<file path="src/design/adcf_regs.svh">
// register offsets, field positions, reset values and counts of the result formatter
`ifndef ADCF_REGS_SVH
`define ADCF_REGS_SVH

// ****************************************
// register indices and byte addresses
// ****************************************
`define ADCF_IDX_RESULT_HIGH  8'h3D
`define ADCF_IDX_RESULT_LOW   8'h3E
`define ADCF_IDX_CLOCK_REG    8'h3F
`define ADCF_ADDR_RESULT_HIGH 8'hF4
`define ADCF_ADDR_RESULT_LOW  8'hF8
`define ADCF_ADDR_CLOCK_REG   8'hFC

// ****************************************
// clock register fields and reset
// ****************************************
`define ADCF_PRESCALE_MSB 7
`define ADCF_PRESCALE_LSB 5
`define ADCF_SOURCE_BIT   4
`define ADCF_JUSTIFY_MSB  3
`define ADCF_JUSTIFY_LSB  2
`define ADCF_CLOCK_REG_RESET 8'h04
`define ADCF_RESULT_RESET    8'h00

// ****************************************
// divider terminal counts
// ****************************************
`define ADCF_DIV1_MAX  4'h0
`define ADCF_DIV2_MAX  4'h1
`define ADCF_DIV4_MAX  4'h3
`define ADCF_DIV8_MAX  4'h7
`define ADCF_DIV16_MAX 4'hF

`endif

</file>
<file path="src/design/adcf_pkg.sv">
// types shared by the result formatter
package adcf_pkg;

  // result placement modes, in field order
  typedef enum logic [1:0] {
    ADCF_TRUNC8,
    ADCF_RIGHT,
    ADCF_LEFT,
    ADCF_LEFT_SIGNED
  } adcf_mode_t;

  // axi response codes
  typedef enum logic [1:0] {
    ADCF_RESP_OKAY   = 2'h0,
    ADCF_RESP_SLVERR = 2'h2
  } adcf_resp_t;

endpackage : adcf_pkg

</file>
<file path="src/design/adcf_top.sv">
// converter result formatter, read interlock and clock prescaler
`timescale 1ns/1ps
`include "adcf_regs.svh"

module adcf_top #(
  parameter int ADDR_W = 8
) (
  // clock and reset
  input  wire logic              mclk_i,
  input  wire logic              rst_n_i,
  // axi4-lite write address
  input  wire logic              s_axi_awvalid_i,
  output logic                   s_axi_awready_o,
  input  wire logic [ADDR_W-1:0] s_axi_awaddr_i,
  input  wire logic [2:0]        s_axi_awprot_i,
  // axi4-lite write data
  input  wire logic              s_axi_wvalid_i,
  output logic                   s_axi_wready_o,
  input  wire logic [31:0]       s_axi_wdata_i,
  input  wire logic [3:0]        s_axi_wstrb_i,
  // axi4-lite write response
  output logic                   s_axi_bvalid_o,
  input  wire logic              s_axi_bready_i,
  output logic [1:0]             s_axi_bresp_o,
  // axi4-lite read address
  input  wire logic              s_axi_arvalid_i,
  output logic                   s_axi_arready_o,
  input  wire logic [ADDR_W-1:0] s_axi_araddr_i,
  input  wire logic [2:0]        s_axi_arprot_i,
  // axi4-lite read data
  output logic                   s_axi_rvalid_o,
  input  wire logic              s_axi_rready_i,
  output logic [31:0]            s_axi_rdata_o,
  output logic [1:0]             s_axi_rresp_o,
  // converter core
  input  wire logic              conv_done_i,
  input  wire logic [9:0]        conv_result_i,
  // clock sources, converter clock and result hold flag
  input  wire logic              crystal_clock_i,
  output logic                   conv_clk_tick_o,
  output logic                   result_held_o
);

  // ****************************************
  // elaboration checks
  // ****************************************
  generate
    if (ADDR_W < 8) begin : g_bad_addr
      $error("adcf_top: ADDR_W must be at least 8");
    end
  endgenerate

  // ****************************************
  // state
  // ****************************************
  logic [7:0]        converter_clock_register;
  logic [7:0]        next_converter_clock_register;
  logic [7:0]        result_high_byte;
  logic [7:0]        next_result_high_byte;
  logic [7:0]        result_low_byte;
  logic [7:0]        next_result_low_byte;
  logic              held;
  logic              next_held;
  logic              aw_full;
  logic              next_aw_full;
  logic [ADDR_W-1:0] aw_addr;
  logic [ADDR_W-1:0] next_aw_addr;
  logic              w_full;
  logic              next_w_full;
  logic [31:0]       w_data;
  logic [31:0]       next_w_data;
  logic [3:0]        w_strb;
  logic [3:0]        next_w_strb;
  logic              bvalid;
  logic              next_bvalid;
  logic [1:0]        bresp;
  logic [1:0]        next_bresp;
  logic              rvalid;
  logic              next_rvalid;
  logic [31:0]       rdata;
  logic [31:0]       next_rdata;
  logic [1:0]        rresp;
  logic [1:0]        next_rresp;
  logic              xtal_s1;
  logic              xtal_s2;
  logic              xtal_s3;
  logic [3:0]        div_cnt;
  logic [3:0]        next_div_cnt;
  logic [3:0]        div_max;
  logic [3:0]        next_div_max;
  logic              div_src_bus;
  logic              next_div_src_bus;
  logic              tick;
  logic              next_tick;

  // ****************************************
  // decoded fields
  // ****************************************
  adcf_pkg::adcf_mode_t justify_select;
  logic [2:0]           prescale_select;
  logic                 clock_source_select;
  logic                 wr_fire;
  logic                 rd_fire;
  logic                 src_tick;
  logic [3:0]           sel_max;
  logic [7:0]           fmt_high;
  logic [7:0]           fmt_low;

  // field views of the clock register
  assign justify_select      = adcf_pkg::adcf_mode_t'(
    converter_clock_register[`ADCF_JUSTIFY_MSB:`ADCF_JUSTIFY_LSB]);
  assign prescale_select     =
    converter_clock_register[`ADCF_PRESCALE_MSB:`ADCF_PRESCALE_LSB];
  assign clock_source_select = converter_clock_register[`ADCF_SOURCE_BIT];

  // ****************************************
  // result placement
  // ****************************************
  // map the ten-bit result into the two bytes
  always_comb begin
    fmt_high = 8'h00;
    fmt_low  = 8'h00;
    case (justify_select)
      adcf_pkg::ADCF_TRUNC8: begin
        fmt_low = conv_result_i[9:2];
      end
      adcf_pkg::ADCF_RIGHT: begin
        fmt_high = {6'h00, conv_result_i[9:8]};
        fmt_low  = conv_result_i[7:0];
      end
      adcf_pkg::ADCF_LEFT: begin
        fmt_high = conv_result_i[9:2];
        fmt_low  = {conv_result_i[1:0], 6'h00};
      end
      adcf_pkg::ADCF_LEFT_SIGNED: begin
        fmt_high = {~conv_result_i[9], conv_result_i[8:2]};
        fmt_low  = {conv_result_i[1:0], 6'h00};
      end
      default: begin
        fmt_high = 8'h00;
        fmt_low  = 8'h00;
      end
    endcase
  end

  // ****************************************
  // axi4-lite slave
  // ****************************************
  // channel readies, combinational
  assign s_axi_awready_o = !aw_full && !bvalid;
  assign s_axi_wready_o  = !w_full && !bvalid;
  assign s_axi_arready_o = !rvalid;
  assign wr_fire         = aw_full && w_full && !bvalid;
  assign rd_fire         = s_axi_arvalid_i && !rvalid;

  // write path: hold address and data, then commit
  always_comb begin
    next_aw_full = aw_full;
    next_aw_addr = aw_addr;
    next_w_full  = w_full;
    next_w_data  = w_data;
    next_w_strb  = w_strb;
    next_bvalid  = bvalid;
    next_bresp   = bresp;
    next_converter_clock_register = converter_clock_register;
    if (s_axi_awvalid_i && s_axi_awready_o) begin
      next_aw_full = 1'b1;
      next_aw_addr = s_axi_awaddr_i;
    end
    if (s_axi_wvalid_i && s_axi_wready_o) begin
      next_w_full = 1'b1;
      next_w_data = s_axi_wdata_i;
      next_w_strb = s_axi_wstrb_i;
    end
    if (wr_fire) begin
      next_aw_full = 1'b0;
      next_w_full  = 1'b0;
      next_bvalid  = 1'b1;
      next_bresp   = adcf_pkg::ADCF_RESP_OKAY;
      case (aw_addr[7:0])
        `ADCF_ADDR_CLOCK_REG: begin
          if (w_strb[0]) begin
            next_converter_clock_register = {w_data[7:2], 2'h0};
          end
        end
        `ADCF_ADDR_RESULT_HIGH, `ADCF_ADDR_RESULT_LOW: begin
          next_bresp = adcf_pkg::ADCF_RESP_OKAY;
        end
        default: begin
          next_bresp = adcf_pkg::ADCF_RESP_SLVERR;
        end
      endcase
      if (ADDR_W > 8 && (aw_addr >> 8) != '0) begin
        next_bresp = adcf_pkg::ADCF_RESP_SLVERR;
        next_converter_clock_register = converter_clock_register;
      end
    end
    if (bvalid && s_axi_bready_i) begin
      next_bvalid = 1'b0;
    end
  end

  // read path: one beat answered the cycle after address
  always_comb begin
    next_rvalid = rvalid;
    next_rdata  = rdata;
    next_rresp  = rresp;
    if (rd_fire) begin
      next_rvalid = 1'b1;
      next_rresp  = adcf_pkg::ADCF_RESP_OKAY;
      next_rdata  = 32'h0000_0000;
      case (s_axi_araddr_i[7:0])
        `ADCF_ADDR_RESULT_HIGH: next_rdata = {24'h00_0000, result_high_byte};
        `ADCF_ADDR_RESULT_LOW:  next_rdata = {24'h00_0000, result_low_byte};
        `ADCF_ADDR_CLOCK_REG:   next_rdata = {24'h00_0000, converter_clock_register};
        default:                next_rresp = adcf_pkg::ADCF_RESP_SLVERR;
      endcase
      if (ADDR_W > 8 && (s_axi_araddr_i >> 8) != '0) begin
        next_rdata = 32'h0000_0000;
        next_rresp = adcf_pkg::ADCF_RESP_SLVERR;
      end
    end
    if (rvalid && s_axi_rready_i) begin
      next_rvalid = 1'b0;
    end
  end

  // ****************************************
  // result bytes and read interlock
  // ****************************************
  logic rd_high;
  logic rd_low;
  assign rd_high = rd_fire && s_axi_araddr_i == ADDR_W'(`ADCF_ADDR_RESULT_HIGH);
  assign rd_low  = rd_fire && s_axi_araddr_i == ADDR_W'(`ADCF_ADDR_RESULT_LOW);

  // load on completion; outside ADCF_TRUNC8, freeze after high read
  always_comb begin
    next_result_high_byte = result_high_byte;
    next_result_low_byte  = result_low_byte;
    next_held             = held;
    if (justify_select == adcf_pkg::ADCF_TRUNC8) begin
      next_held = 1'b0;
      if (conv_done_i) begin
        next_result_low_byte = fmt_low;
      end
    end else begin
      if (conv_done_i && !held) begin
        next_result_high_byte = fmt_high;
        next_result_low_byte  = fmt_low;
      end
      if (rd_low) begin
        next_held = 1'b0;
      end
      if (rd_high) begin
        next_held = 1'b1;
      end
    end
  end

  assign result_held_o = held;

  // ****************************************
  // converter clock prescaler
  // ****************************************
  // terminal count for the programmed ratio
  always_comb begin
    case (prescale_select)
      3'h0:    sel_max = `ADCF_DIV1_MAX;
      3'h1:    sel_max = `ADCF_DIV2_MAX;
      3'h2:    sel_max = `ADCF_DIV4_MAX;
      3'h3:    sel_max = `ADCF_DIV8_MAX;
      default: sel_max = `ADCF_DIV16_MAX;
    endcase
  end

  // source edge: every bus cycle, or a crystal rise
  assign src_tick = div_src_bus ? 1'b1 : (xtal_s2 && !xtal_s3);

  // count source edges; new setting taken only at wrap
  always_comb begin
    next_div_cnt     = div_cnt;
    next_div_max     = div_max;
    next_div_src_bus = div_src_bus;
    next_tick        = 1'b0;
    if (src_tick) begin
      if (div_cnt >= div_max) begin
        next_div_cnt     = 4'h0;
        next_tick        = 1'b1;
        next_div_max     = sel_max;
        next_div_src_bus = clock_source_select;
      end else begin
        next_div_cnt = div_cnt + 4'h1;
      end
    end
  end

  assign conv_clk_tick_o = tick;

  // ****************************************
  // registers
  // ****************************************
  // crystal synchroniser, third stage for edge
  always_ff @(posedge mclk_i) begin
    if (!rst_n_i) begin
      xtal_s1 <= 1'b0;
      xtal_s2 <= 1'b0;
      xtal_s3 <= 1'b0;
    end else begin
      xtal_s1 <= crystal_clock_i;
      xtal_s2 <= xtal_s1;
      xtal_s3 <= xtal_s2;
    end
  end

  // all other state
  always_ff @(posedge mclk_i) begin
    if (!rst_n_i) begin
      converter_clock_register <= `ADCF_CLOCK_REG_RESET;
      result_high_byte         <= `ADCF_RESULT_RESET;
      result_low_byte          <= `ADCF_RESULT_RESET;
      held                     <= 1'b0;
      aw_full                  <= 1'b0;
      aw_addr                  <= '0;
      w_full                   <= 1'b0;
      w_data                   <= 32'h0000_0000;
      w_strb                   <= 4'h0;
      bvalid                   <= 1'b0;
      bresp                    <= 2'h0;
      rvalid                   <= 1'b0;
      rdata                    <= 32'h0000_0000;
      rresp                    <= 2'h0;
      div_cnt                  <= 4'h0;
      div_max                  <= `ADCF_DIV1_MAX;
      div_src_bus              <= 1'b0;
      tick                     <= 1'b0;
    end else begin
      converter_clock_register <= next_converter_clock_register;
      result_high_byte         <= next_result_high_byte;
      result_low_byte          <= next_result_low_byte;
      held                     <= next_held;
      aw_full                  <= next_aw_full;
      aw_addr                  <= next_aw_addr;
      w_full                   <= next_w_full;
      w_data                   <= next_w_data;
      w_strb                   <= next_w_strb;
      bvalid                   <= next_bvalid;
      bresp                    <= next_bresp;
      rvalid                   <= next_rvalid;
      rdata                    <= next_rdata;
      rresp                    <= next_rresp;
      div_cnt                  <= next_div_cnt;
      div_max                  <= next_div_max;
      div_src_bus              <= next_div_src_bus;
      tick                     <= next_tick;
    end
  end

  // ****************************************
  // outputs
  // ****************************************
  assign s_axi_bvalid_o = bvalid;
  assign s_axi_bresp_o  = bresp;
  assign s_axi_rvalid_o = rvalid;
  assign s_axi_rdata_o  = rdata;
  assign s_axi_rresp_o  = rresp;

endmodule : adcf_top

</file>
<file path="config.mk">
export PLATFORM = sky130hd
export DESIGN_NAME = adcf_top
export DESIGN_NICKNAME = d
export VERILOG_FILES = /design/src/design/adcf_pkg.sv /design/src/design/adcf_top.sv
export VERILOG_INCLUDE_DIRS = /design/src /design/src/design
export SDC_FILE = /design/constraint.sdc
export NUM_CORES = 1
export LEC_CHECK = 0
export BUFFER_PORTS_ARGS = -buffer_cell sky130_fd_sc_hd__clkbuf_2
export CAP_MARGIN = 20
export CORE_UTILIZATION = 37
export DETAILED_ROUTE_END_ITERATION = 10
export SLEW_MARGIN = 0
export SYNTH_ARGS = -nofsm -noshare
export SYNTH_HDL_FRONTEND = slang
export SYNTH_SLANG_ARGS = --single-unit
</file>
<file path="constraint.sdc">
create_clock -name mclk_i -period 2.4 [get_ports mclk_i]
set_clock_uncertainty 0.1 [all_clocks]
set_input_delay 0.48 -clock mclk_i [delete_from_list [all_inputs] [get_ports mclk_i]]
set_output_delay 0.48 -clock mclk_i [all_outputs]
set_load 0.005 [all_outputs]
</file>
==> results of run 1 <==
## cell families after synthesis
| kind of cell | count (synthesis) | share of synthesized area, % |
|---|---|---|
| and+or+nand+nor | 125 | 19.5 |
| adders and majority gates | 5 | 2.02 |
| DFF | 65 | 41.9 |
| AOI/OAI and AO/OA | 66 | 13.3 |
| other | 1 | 0.121 |
| xor gates and xnor gates | 1 | 0.282 |
| buffers and inverters | 58 | 10.3 |
| muxes | 38 | 12.5 |
## metrics by stage
step | std cells | util, % | power [mW] | hold slack [ps]
after detailed placement | 505 | 41.3 | 1.40 | 320
after global routing | 521 | 44.6 | 2.69 | 258
after CTS | 521 | 44.6 | 2.60 | 244
final | 521 | 44.6 | 2.57 | 257
after global placement | 505 | 41.3 | 1.39 | 328
after floorplan | 384 | - | 1.35 | 312
## path summary, 6_finish.rpt
path | cells past startpoint | slack (ps) | end
setup / recovery | 6 | 440 | div_max[3]$_SDFFE_PN0P_
hold / removal | 2 | 260 | xtal_s1$_SDFF_PN0_
setup reg to reg | 6 | 440 | div_max[3]$_SDFFE_PN0P_
hold reg to reg | 1 | 340 | xtal_s2$_SDFF_PN0_
## report_power, final
part           internal, mW  leakage, nW  switching [mW]
Clock                 0.775        0.129           0.421
Sequential             1.12        0.530          0.0258
Combinational        0.0971        0.969           0.128
Total                  1.99         1.63           0.574
## critical path, delay by kind of cell (launching register included)
family,cells,cell delay [ps]
and+or+nand+nor,2,570
AOI/OAI and AO/OA,1,270
adders and majority gates,1,270
muxes,1,230
buffers and inverters,1,80
DFF,1,380
## cell type report
type	count	area share, %
well taps	105	3.61
inverters	11	1.13
repair buffers	63	9.00
multi-input cells	261	43.3
clock buffers	12	4.53
clock inverters	4	2.68
flip-flops and latches	65	35.7
## flip-flops by register name (all words and copies together), names as in the netlist, 4 cells and up
name,cells
div_max,4
w_data,6
aw_addr,8
converter_clock_register,6
result_low_byte,8
s_axi_rdata_o,8
result_high_byte,8
div_cnt,4
## cell usage after synthesis, types with 2 or more instances
master	count
dfxtp_1	65
buf_1	2
and2_1	14
clkbuf_1	16
nor2_1	44
nand2_1	37
o211ai_1	5
nor4_1	2
nand3_1	2
mux2_2	6
nor2b_1	8
ha_1	5
inv_1	11
nor3_1	4
mux2i_1	32
o22ai_1	2
a21oi_1	16
buf_2	3
buf_4	26
o21ai_0	16
a31oi_1	4
nand2b_1	6
a22o_1	2
nand4_1	2
a22oi_1	14
a211oi_1	3
## layer usage
layer  share of wire, %  routed length [µm]
met2                 42                2700
met1                 50                3190
met4                1.8                 114
met5                  0                   0
met3                5.7                 363
==> results_dict.tcl, run 1 <==
set metrics [dict create \
    hpwlAfterDp_um 4550 \
    power_density_nw_per_um2 705 \
    setup_ws_ps 438 \
    crit_required_ps 2570 \
    max_stage_delay_ps 520 \
    rsz0062_at_grt "false" \
    cts.clk_slew.worst_paths_ps 70 \
    ctsResizeCount 0 \
    slew_viol_final 0 \
    slowest_stage "nor3_1" \
    first_pass_iters 4 \
    hp-start "crystal_clock_i" \
    antenna_left 0 \
    ios 120 \
    die_width_um 93.6 \
    cts_made_buffers 9 \
    total_leakage_power_nw 1.63 \
    finish.instance_area_um2 3640 \
    ys_warn_count 0 \
    clkSinkCount 65 \
    num-fill-cells 839 \
    clock_latency_ps 340 \
    synth_edf_count 0 \
    outcome "finished, final reports clean" \
    synth_top_area_share_pct 41.9 \
    tritoncts "done" \
    tightest_slew_ps 681 \
    multiInputGateArea_um2 1580 \
    antenna_found_initial 0 \
    grt-busiest-layer "met2" \
    ir_drop_mv 0.272 \
    hold_viol 0 \
    via_per_inst 4.74 \
    path_class "reg2reg" \
    core_region_area_um2 8180 \
    pre_cts_ws_ps 450 \
    relSlewSlack_pct 54.3 \
    syn_avg_cell_area_um2 8.65 \
    grt_max_degree 48 \
    antennaDiodeCount 0 \
    postSynth.asyncResetShare_pct 0 \
    end_kind "register" \
    numPortBuffers 58 \
    grt_first_pass_wirelength_um 10400 \
    rows 33 \
    wl_um 6360 \
    cp_max_fo 8 \
    crit_arrival_ps 2130 \
    ys_seq_elements 65 \
    gp_congestion 0.772 \
    die_area_um2 8760 \
    layout_commonest_cell "dfxtp_1" \
    grtUsageMet2_pct 23.1 \
    drc 0 \
    fin_nets 493 \
    worstPathCellList "inv_1, ha_1, nor2b_1, o21a_1, nor3_1, mux2i_1" \
    start_util_pct 38.0 \
    layout_common_cells "65 x dfxtp_1, 58 x clkbuf_2, 44 x nor2_1" \
    routedWlPerCell_um 12.2 \
    cap_violations 0 \
    final.period_utilization_pct 81.8 \
    grt_pass1_vias 2199 \
    netlist_instances 359 \
    cts_root_buffer "clkbuf_8" \
    vias 2469 \
    r2r_start "div_cnt[0]$_SDFFE_PN0N_" \
    start_kind "register" \
    setup_viol 0 \
    chipHeight_um 93.6 \
    yosysSeqAreaShare_pct 41.9 \
    grt-ovfl-total 0 \
    htreeDepth 3 \
    grtUsageMet3_pct 3.74 \
    hp-class "in2reg" \
    netlist_area_um2 3100 \
    syn2layout_area_growth_pct 17.3 \
    cts_hold_buf 0 \
    first_iter_violations 101 \
    max_freq_mhz 510 \
    synth.largest_area_cell "dfxtp_1" \
    grt_use_total_pct 15.4 \
    drive_above_1_share_pct 21.6 \
    synth-main-ff-cell "dfxtp_1" \
    cts_setup_buffers 0 \
    grtUsageMet1_pct 20.7 \
    place_area_um2 3380 \
    timing.final.crit_period_ps 1960 \
    tns_ps 0 \
    clockBufferDepth 2 \
    seq_area_um2 1300 \
    worstSetupStartpoint "div_cnt[0]$_SDFFE_PN0N_" \
    synth_area_leaders "dfxtp_1 42%, mux2i_1 10%, buf_4 6.3%, nor2_1 5.3%, nand2_1 4.5%" \
    yosysUniqueCellTypes 38 \
]
Power figures use the tool's default switching activity.
==> run 2: changes to the inputs <==
--- a/config.mk
+++ b/config.mk
@@ -6,6 +6,7 @@
 export SDC_FILE = /design/constraint.sdc
 export NUM_CORES = 1
 export LEC_CHECK = 0
+export ABC_AREA = 1
 export BUFFER_PORTS_ARGS = -buffer_cell sky130_fd_sc_hd__clkbuf_2
 export CAP_MARGIN = 20
 export CORE_UTILIZATION = 37
==> constraint.sdc (replaced) <==
create_clock -name mclk_i -period 2 [get_ports mclk_i]
set_clock_uncertainty 0.1 [all_clocks]
set_input_delay 0.4 -clock mclk_i [delete_from_list [all_inputs] [get_ports mclk_i]]
set_output_delay 0.4 -clock mclk_i [all_outputs]
set_load 0.005 [all_outputs]
==> run 2 against run 1 <==
Core utilization grew 0.51 points. Worst hold slack lost 130 ps. Fmax grew 19%. Total power grew 3.9%. Combinational power grew 16%. Sequential cell count is the same.
==> results_dict.tcl, run 2 <==
set metrics [dict create \
    yosysSeqAreaShare_pct 43.2 \
    cts.clk_slew.worst_paths_ps 80 \
    die_area_um2 8500 \
    die_width_um 92.2 \
    first_pass_iters 5 \
    grt-ovfl-total 0 \
    crit_required_ps 2130 \
    routedWlPerCell_um 11.2 \
    ir_drop_mv 0.262 \
    outcome "finished, final reports clean" \
    ys_seq_elements 65 \
    antenna_found_initial 0 \
    syn_avg_cell_area_um2 7.40 \
    hp-class "in2reg" \
    layout_common_cells "74 x nand2_1, 65 x dfxtp_1, 58 x nor2_1, 58 x clkbuf_2, 39 x nand3_1" \
    post-route-util_pct 45.1 \
    postSynth.asyncResetShare_pct 0 \
    start_util_pct 38.6 \
    grt_first_pass_wirelength_um 10900 \
    tritoncts "done" \
    cts_setup_buffers 0 \
    slew_viol_final 0 \
    swShare_pct 27.3 \
    layout_commonest_cell "nand2_1" \
    crit_arrival_ps 1780 \
    max_freq_mhz 608 \
    start_kind "register" \
    clock_latency_ps 350 \
    p_comb_share_pct 9.8 \
    hpwlAfterDp_um 4820 \
    cts_root_buffer "clkbuf_8" \
    synth_area_leaders "dfxtp_1 43%, nand2_1 9.2%, nor2_1 7.2%, nand3_1 6.5%, buf_4 6.5%" \
    ios 120 \
    clockBufferDepth 2 \
    tightest_slew_ps 519 \
    total_leakage_power_nw 1.64 \
    timing.final.crit_period_ps 1640 \
    grt_pass1_vias 2410 \
    cts_hold_buf 0 \
    wl_um 6470 \
    yosysUniqueCellTypes 32 \
    clkSinkCount 65 \
    netlist_instances 407 \
    chipHeight_um 92.2 \
    first_iter_violations 133 \
    synth-main-ff-cell "dfxtp_1" \
    setup_viol 0 \
    synth_top_area_share_pct 43.2 \
    rows 32 \
    p_seq_share_pct 52.1 \
    vias 2696 \
    netlist_area_um2 3010 \
    gp_congestion 0.753 \
    cts_made_buffers 9 \
    via_per_inst 4.65 \
    seq_area_um2 1300 \
    synth.largest_area_cell "dfxtp_1" \
    drive_above_1_share_pct 20.1 \
    htreeDepth 3 \
    synth_edf_count 0 \
    power_density_nw_per_um2 758 \
    fin_nets 555 \
    p_total_mw 2.67 \
    multiInputGateArea_um2 1420 \
    antenna_left 0 \
    antennaDiodeCount 0 \
    numPortBuffers 58 \
    clkPwrFrac_pct 38.1 \
    synth_most_common_cell "nand2_1" \
    hold_viol 0 \
    drc 0 \
    ctsResizeCount 0 \
    ys_warn_count 0 \
    path_class "reg2reg" \
    relSlewSlack_pct 65.4 \
    p_switching_mw 0.728 \
    grt_max_degree 26 \
    syn2layout_area_growth_pct 16.8 \
    synthTopCellsByCount "74 x nand2_1, 65 x dfxtp_1, 58 x nor2_1, 39 x nand3_1, 34 x o21ai_0" \
    cp_max_fo 10 \
    final.period_utilization_pct 82.2 \
    end_kind "register" \
    num-fill-cells 850 \
    cap_violations 0 \
    power.internal_mw 1.94 \
    tns_ps 0 \
    grt_use_total_pct 16.4 \
    core_region_area_um2 7810 \
    rsz0062_at_grt "false" \
]
## run 2: cell types whose count changed after synthesis, sizes merged, moves of 8 or more
cell    previous run  this run
and2              15         0
o21ai             17        36
nor2b              8         0
nand3              2        39
inv               11        31
clkbuf            16         6
nand2             37        74
a21oi             16        25
a22oi             14         2
mux2i             32         1
nor2              44        61
## run 2: power by group through the flow
stage | clock network, mW | registers (mW) | logic (mW)
detailed placement | 0 | 1.42 | 0.264
global placement | 0 | 1.42 | 0.257
CTS | 1.04 | 1.39 | 0.264
floorplan | 0 | 1.41 | 0.202
finish | 1.02 | 1.39 | 0.262
global route | 1.10 | 1.40 | 0.304
## run 2: path summary, 6_finish.rpt
path | startpoint | endpoint | slack (ps) | cells past startpoint
setup / recovery | converter_clock_register[3]$_SDFFE_PN0P_ | result_high_byte[0]$_SDFFE_PN0P_ | 360 | 5
hold / removal | s_axi_bready_i | s_axi_bvalid_o$_SDFFE_PP0P_ | 130 | 2
setup reg to reg | converter_clock_register[3]$_SDFFE_PN0P_ | result_high_byte[0]$_SDFFE_PN0P_ | 360 | 5
hold reg to reg | xtal_s1$_SDFF_PN0_ | xtal_s2$_SDFF_PN0_ | 320 | 2
## run 2: routing by layer
| metal | vias up | track usage [%] | wire length [µm] |
|---|---|---|---|
| met5 | - | 0 | 0 |
| met4 | 0 | 9.38 | 138 |
| met3 | 11 | 2.57 | 278 |
| met2 | 75 | 24.4 | 2740 |
| met1 | 1183 | 22.3 | 3310 |
| li1 | 1427 | - | - |
## run 2: layout make-up
class	count	share of cell area, %
multi-input cells	297	40.4
flip-flops and latches	65	37.0
repair buffers	68	10.4
clock buffers	10	3.91
well taps	102	3.63
inverters	32	3.49
clock inverters	6	1.17
## run 2: logic make-up after synthesis
logic type	after synthesis	synth area share, %
and+or+nand+nor	187	26.5
AOI/OAI and AO/OA	76	14.5
buffers and inverters	70	12.7
DFF	65	43.2
adders and majority gates	5	2.08
xor gates and xnor gates	2	0.582
other	1	0.125
muxes	1	0.332
## run 2: worst max-delay path, stage by stage, from the launching register on
cell and delay [ps]:
dfxtp_1 580, nor2_4 130, nor3_1 260, inv_1 210, a21oi_1 170, a21oi_1 80
## run 2: through the flow
step	setup WS, ps	hold WS (ps)	cell area (µm²)	cells
6_report	355	131	3520	580
5_1_grt	182	123	3520	580
4_1_cts	347	120	3520	580
3_5_place_dp	363	313	3340	564
3_3_place_gp	385	304	3340	564
2_1_floorplan	467	290	3110	432
==> run 3: changes to the inputs <==
--- a/config.mk
+++ b/config.mk
@@ -11,6 +11,7 @@
 export CAP_MARGIN = 20
 export CORE_UTILIZATION = 37
 export DETAILED_ROUTE_END_ITERATION = 10
+export PLACE_DENSITY = 0.66
 export SLEW_MARGIN = 0
 export SYNTH_ARGS = -nofsm -noshare
 export SYNTH_HDL_FRONTEND = slang
==> constraint.sdc (replaced) <==
create_clock -name mclk_i -period 1.5 [get_ports mclk_i]
set_clock_uncertainty 0.1 [all_clocks]
set_input_delay 0.3 -clock mclk_i [delete_from_list [all_inputs] [get_ports mclk_i]]
set_output_delay 0.3 -clock mclk_i [all_outputs]
set_load 0.005 [all_outputs]
==> run 3 against run 2 <==
The flow now finishes with violations (negative setup slack). Global-route usage is 0.59 points higher. Final area rose by 9.9%. Count of clock-buffer cells in the layout is 1 lower. Cell count is 3.1% higher. Setup slack got worse by 360 ps. Non-clock buffer count up 18. Sequential share of layout area fell by 3.2 points. Critical path depth grew 4. Clock power is 60% higher. Fmax grew 9.3%. First-iteration DRC count is 27% higher. Die area unchanged.
==> results_dict.tcl, run 3 (same netlist as run 2, synthesis figures left out) <==
set metrics [dict create \
    hp-start "crystal_clock_i" \
    tns_ps -4.97 \
    antenna_left 0 \
    hp-class "in2reg" \
    timing.rr.end "div_max[2]$_SDFFE_PN0P_" \
    end_kind "register" \
    p_switching_mw 0.979 \
    die_area_um2 8500 \
    cts_made_buffers 9 \
    start_util_pct 38.6 \
    grt_use_total_pct 17.0 \
    outcome "finished with violations" \
    tritoncts "done" \
    drc 0 \
    rsz0062_at_grt "true" \
    setup_viol 1 \
    clkPwrFrac_pct 42.0 \
    via_per_inst 4.71 \
    r2r_start "div_max[1]$_SDFFE_PN0P_" \
    power_density_nw_per_um2 1000 \
    finish.instance_area_um2 3870 \
    timing.final.crit_period_ps 1500 \
    fin_nets 573 \
    hpwlAfterDp_um 5020 \
    failed_checks "negative setup slack" \
    ios 120 \
    hold_end "xtal_s1$_SDFF_PN0_" \
    grt_pass1_vias 2571 \
    antenna_found_initial 0 \
    rows 32 \
    first_iter_violations 169 \
    clock_latency_ps 350 \
    cts_hold_buf 0 \
    layout_commonest_cell "nand2_1" \
    layout_common_cells "71 x nand2_1, 60 x dfxtp_1, 58 x clkbuf_2" \
    rrSetupSlack_ps -5 \
    vias 2817 \
    antennaDiodeCount 0 \
    grt_max_degree 37 \
    chipHeight_um 92.2 \
    pre_cts_ws_ps -17.4 \
    cp_max_fo 3 \
    max_freq_mhz 664 \
    grt_first_pass_wirelength_um 11400 \
    clkSinkCount 65 \
    place_area_um2 3460 \
    p_seq_share_pct 47.8 \
    die_width_um 92.2 \
    crit_required_ps 1640 \
    wl_um 6990 \
    cts_root_buffer "clkbuf_8" \
    hold_viol 0 \
    hold_depth 3 \
    slew_viol_final 0 \
    final.period_utilization_pct 100 \
    syn2layout_area_growth_pct 28.4 \
    htreeDepth 3 \
    core_region_area_um2 7810 \
    clockBufferDepth 2 \
    first_pass_iters 5 \
    swShare_pct 25.3 \
    path_class "reg2reg" \
    p_comb_share_pct 10.1 \
    crit_arrival_ps 1650 \
    total_leakage_power_nw 1.76 \
    grt-ovfl-total 0 \
    ir_drop_mv 0.475 \
    numPortBuffers 58 \
    gp_congestion 0.753 \
    r2r_cells 9 \
    routedWlPerCell_um 11.7 \
    drive_above_1_share_pct 27.8 \
    cap_violations 0 \
    cts.clk_slew.worst_paths_ps 70 \
    start_kind "register" \
    power.internal_mw 2.90 \
    setup_ws_ps -4.97 \
]
-- run 3: per-layer routing --
| metal | up-vias | track usage, % | routed length [µm] | share of wire, % |
|---|---|---|---|---|
| li1 | 1459 | - | - | - |
| met1 | 1281 | 20.6 | 3190 | 46 |
| met2 | 65 | 28.3 | 3380 | 48 |
| met3 | 12 | 3.15 | 252 | 3.6 |
| met4 | 0 | 8.98 | 165 | 2.4 |
| met5 | - | 0 | 0 | 0 |
-- run 3: area by class of cell --
cell class	instances	area (µm²)
flip-flops and latches	65	1310
fillers	785	3940
inverters	32	123
multi-input cells	297	1540
well taps	102	128
clock buffers	9	124
repair buffers	86	553
clock inverters	7	95.1
-- run 3: worst max-delay path by stage --
| stage | from | to | slack, ps | cells past startpoint |
|---|---|---|---|---|
| CTS | div_max[3]$_SDFFE_PN0P_ | div_max[2]$_SDFFE_PN0P_ | 2 | 9 |
| global placement | div_max[3]$_SDFFE_PN0P_ | div_src_bus$_SDFFE_PN0P_ | 50 | 9 |
| global route | div_max[1]$_SDFFE_PN0P_ | div_max[2]$_SDFFE_PN0P_ | -60 | 9 |
| floorplan | div_max[1]$_SDFFE_PN0P_ | div_cnt[0]$_SDFFE_PN0N_ | 40 | 9 |
| finish | div_max[1]$_SDFFE_PN0P_ | div_max[2]$_SDFFE_PN0P_ | -5 | 9 |
| detailed placement | div_max[3]$_SDFFE_PN0P_ | div_max[2]$_SDFFE_PN0P_ | -20 | 9 |
-- run 3: what timing repair did --
action / 4_1_cts / 5_1_grt
gates resized for setup: 19 / 10
buffers inserted: 2 / 4
pin swaps: 7 / 9
setup endpoints to repair: 6 / 15
-- run 3: worst max-delay path, cell delays in order (launching register included) --
cell	delay, ps
dfxtp_2	340
inv_2	40
ha_4	270
buf_6	90
nand4_1	120
nand3_4	140
nand2_4	70
buf_6	130
nand3_2	50
nand2_1	50
-- run 3: stage by stage --
stage	utilization (%)	instances	power, mW	hold slack (ps)
CTS	48.5	594	3.88	28.2
global placement	44.3	576	2.25	304
finish	49.5	598	3.88	34.8
detailed placement	44.3	576	2.26	318
global route	49.5	598	4.03	51.6
floorplan	-	432	2.15	290
-- run 3: power by group through the flow --
stage               Combinational [mW]  Sequential, mW  Clock [mW]
floorplan                        0.270            1.88           0
global placement                 0.362            1.89           0
detailed placement               0.371            1.89           0
CTS                              0.378            1.85        1.65
global route                     0.450            1.86        1.72
finish                           0.393            1.85        1.63
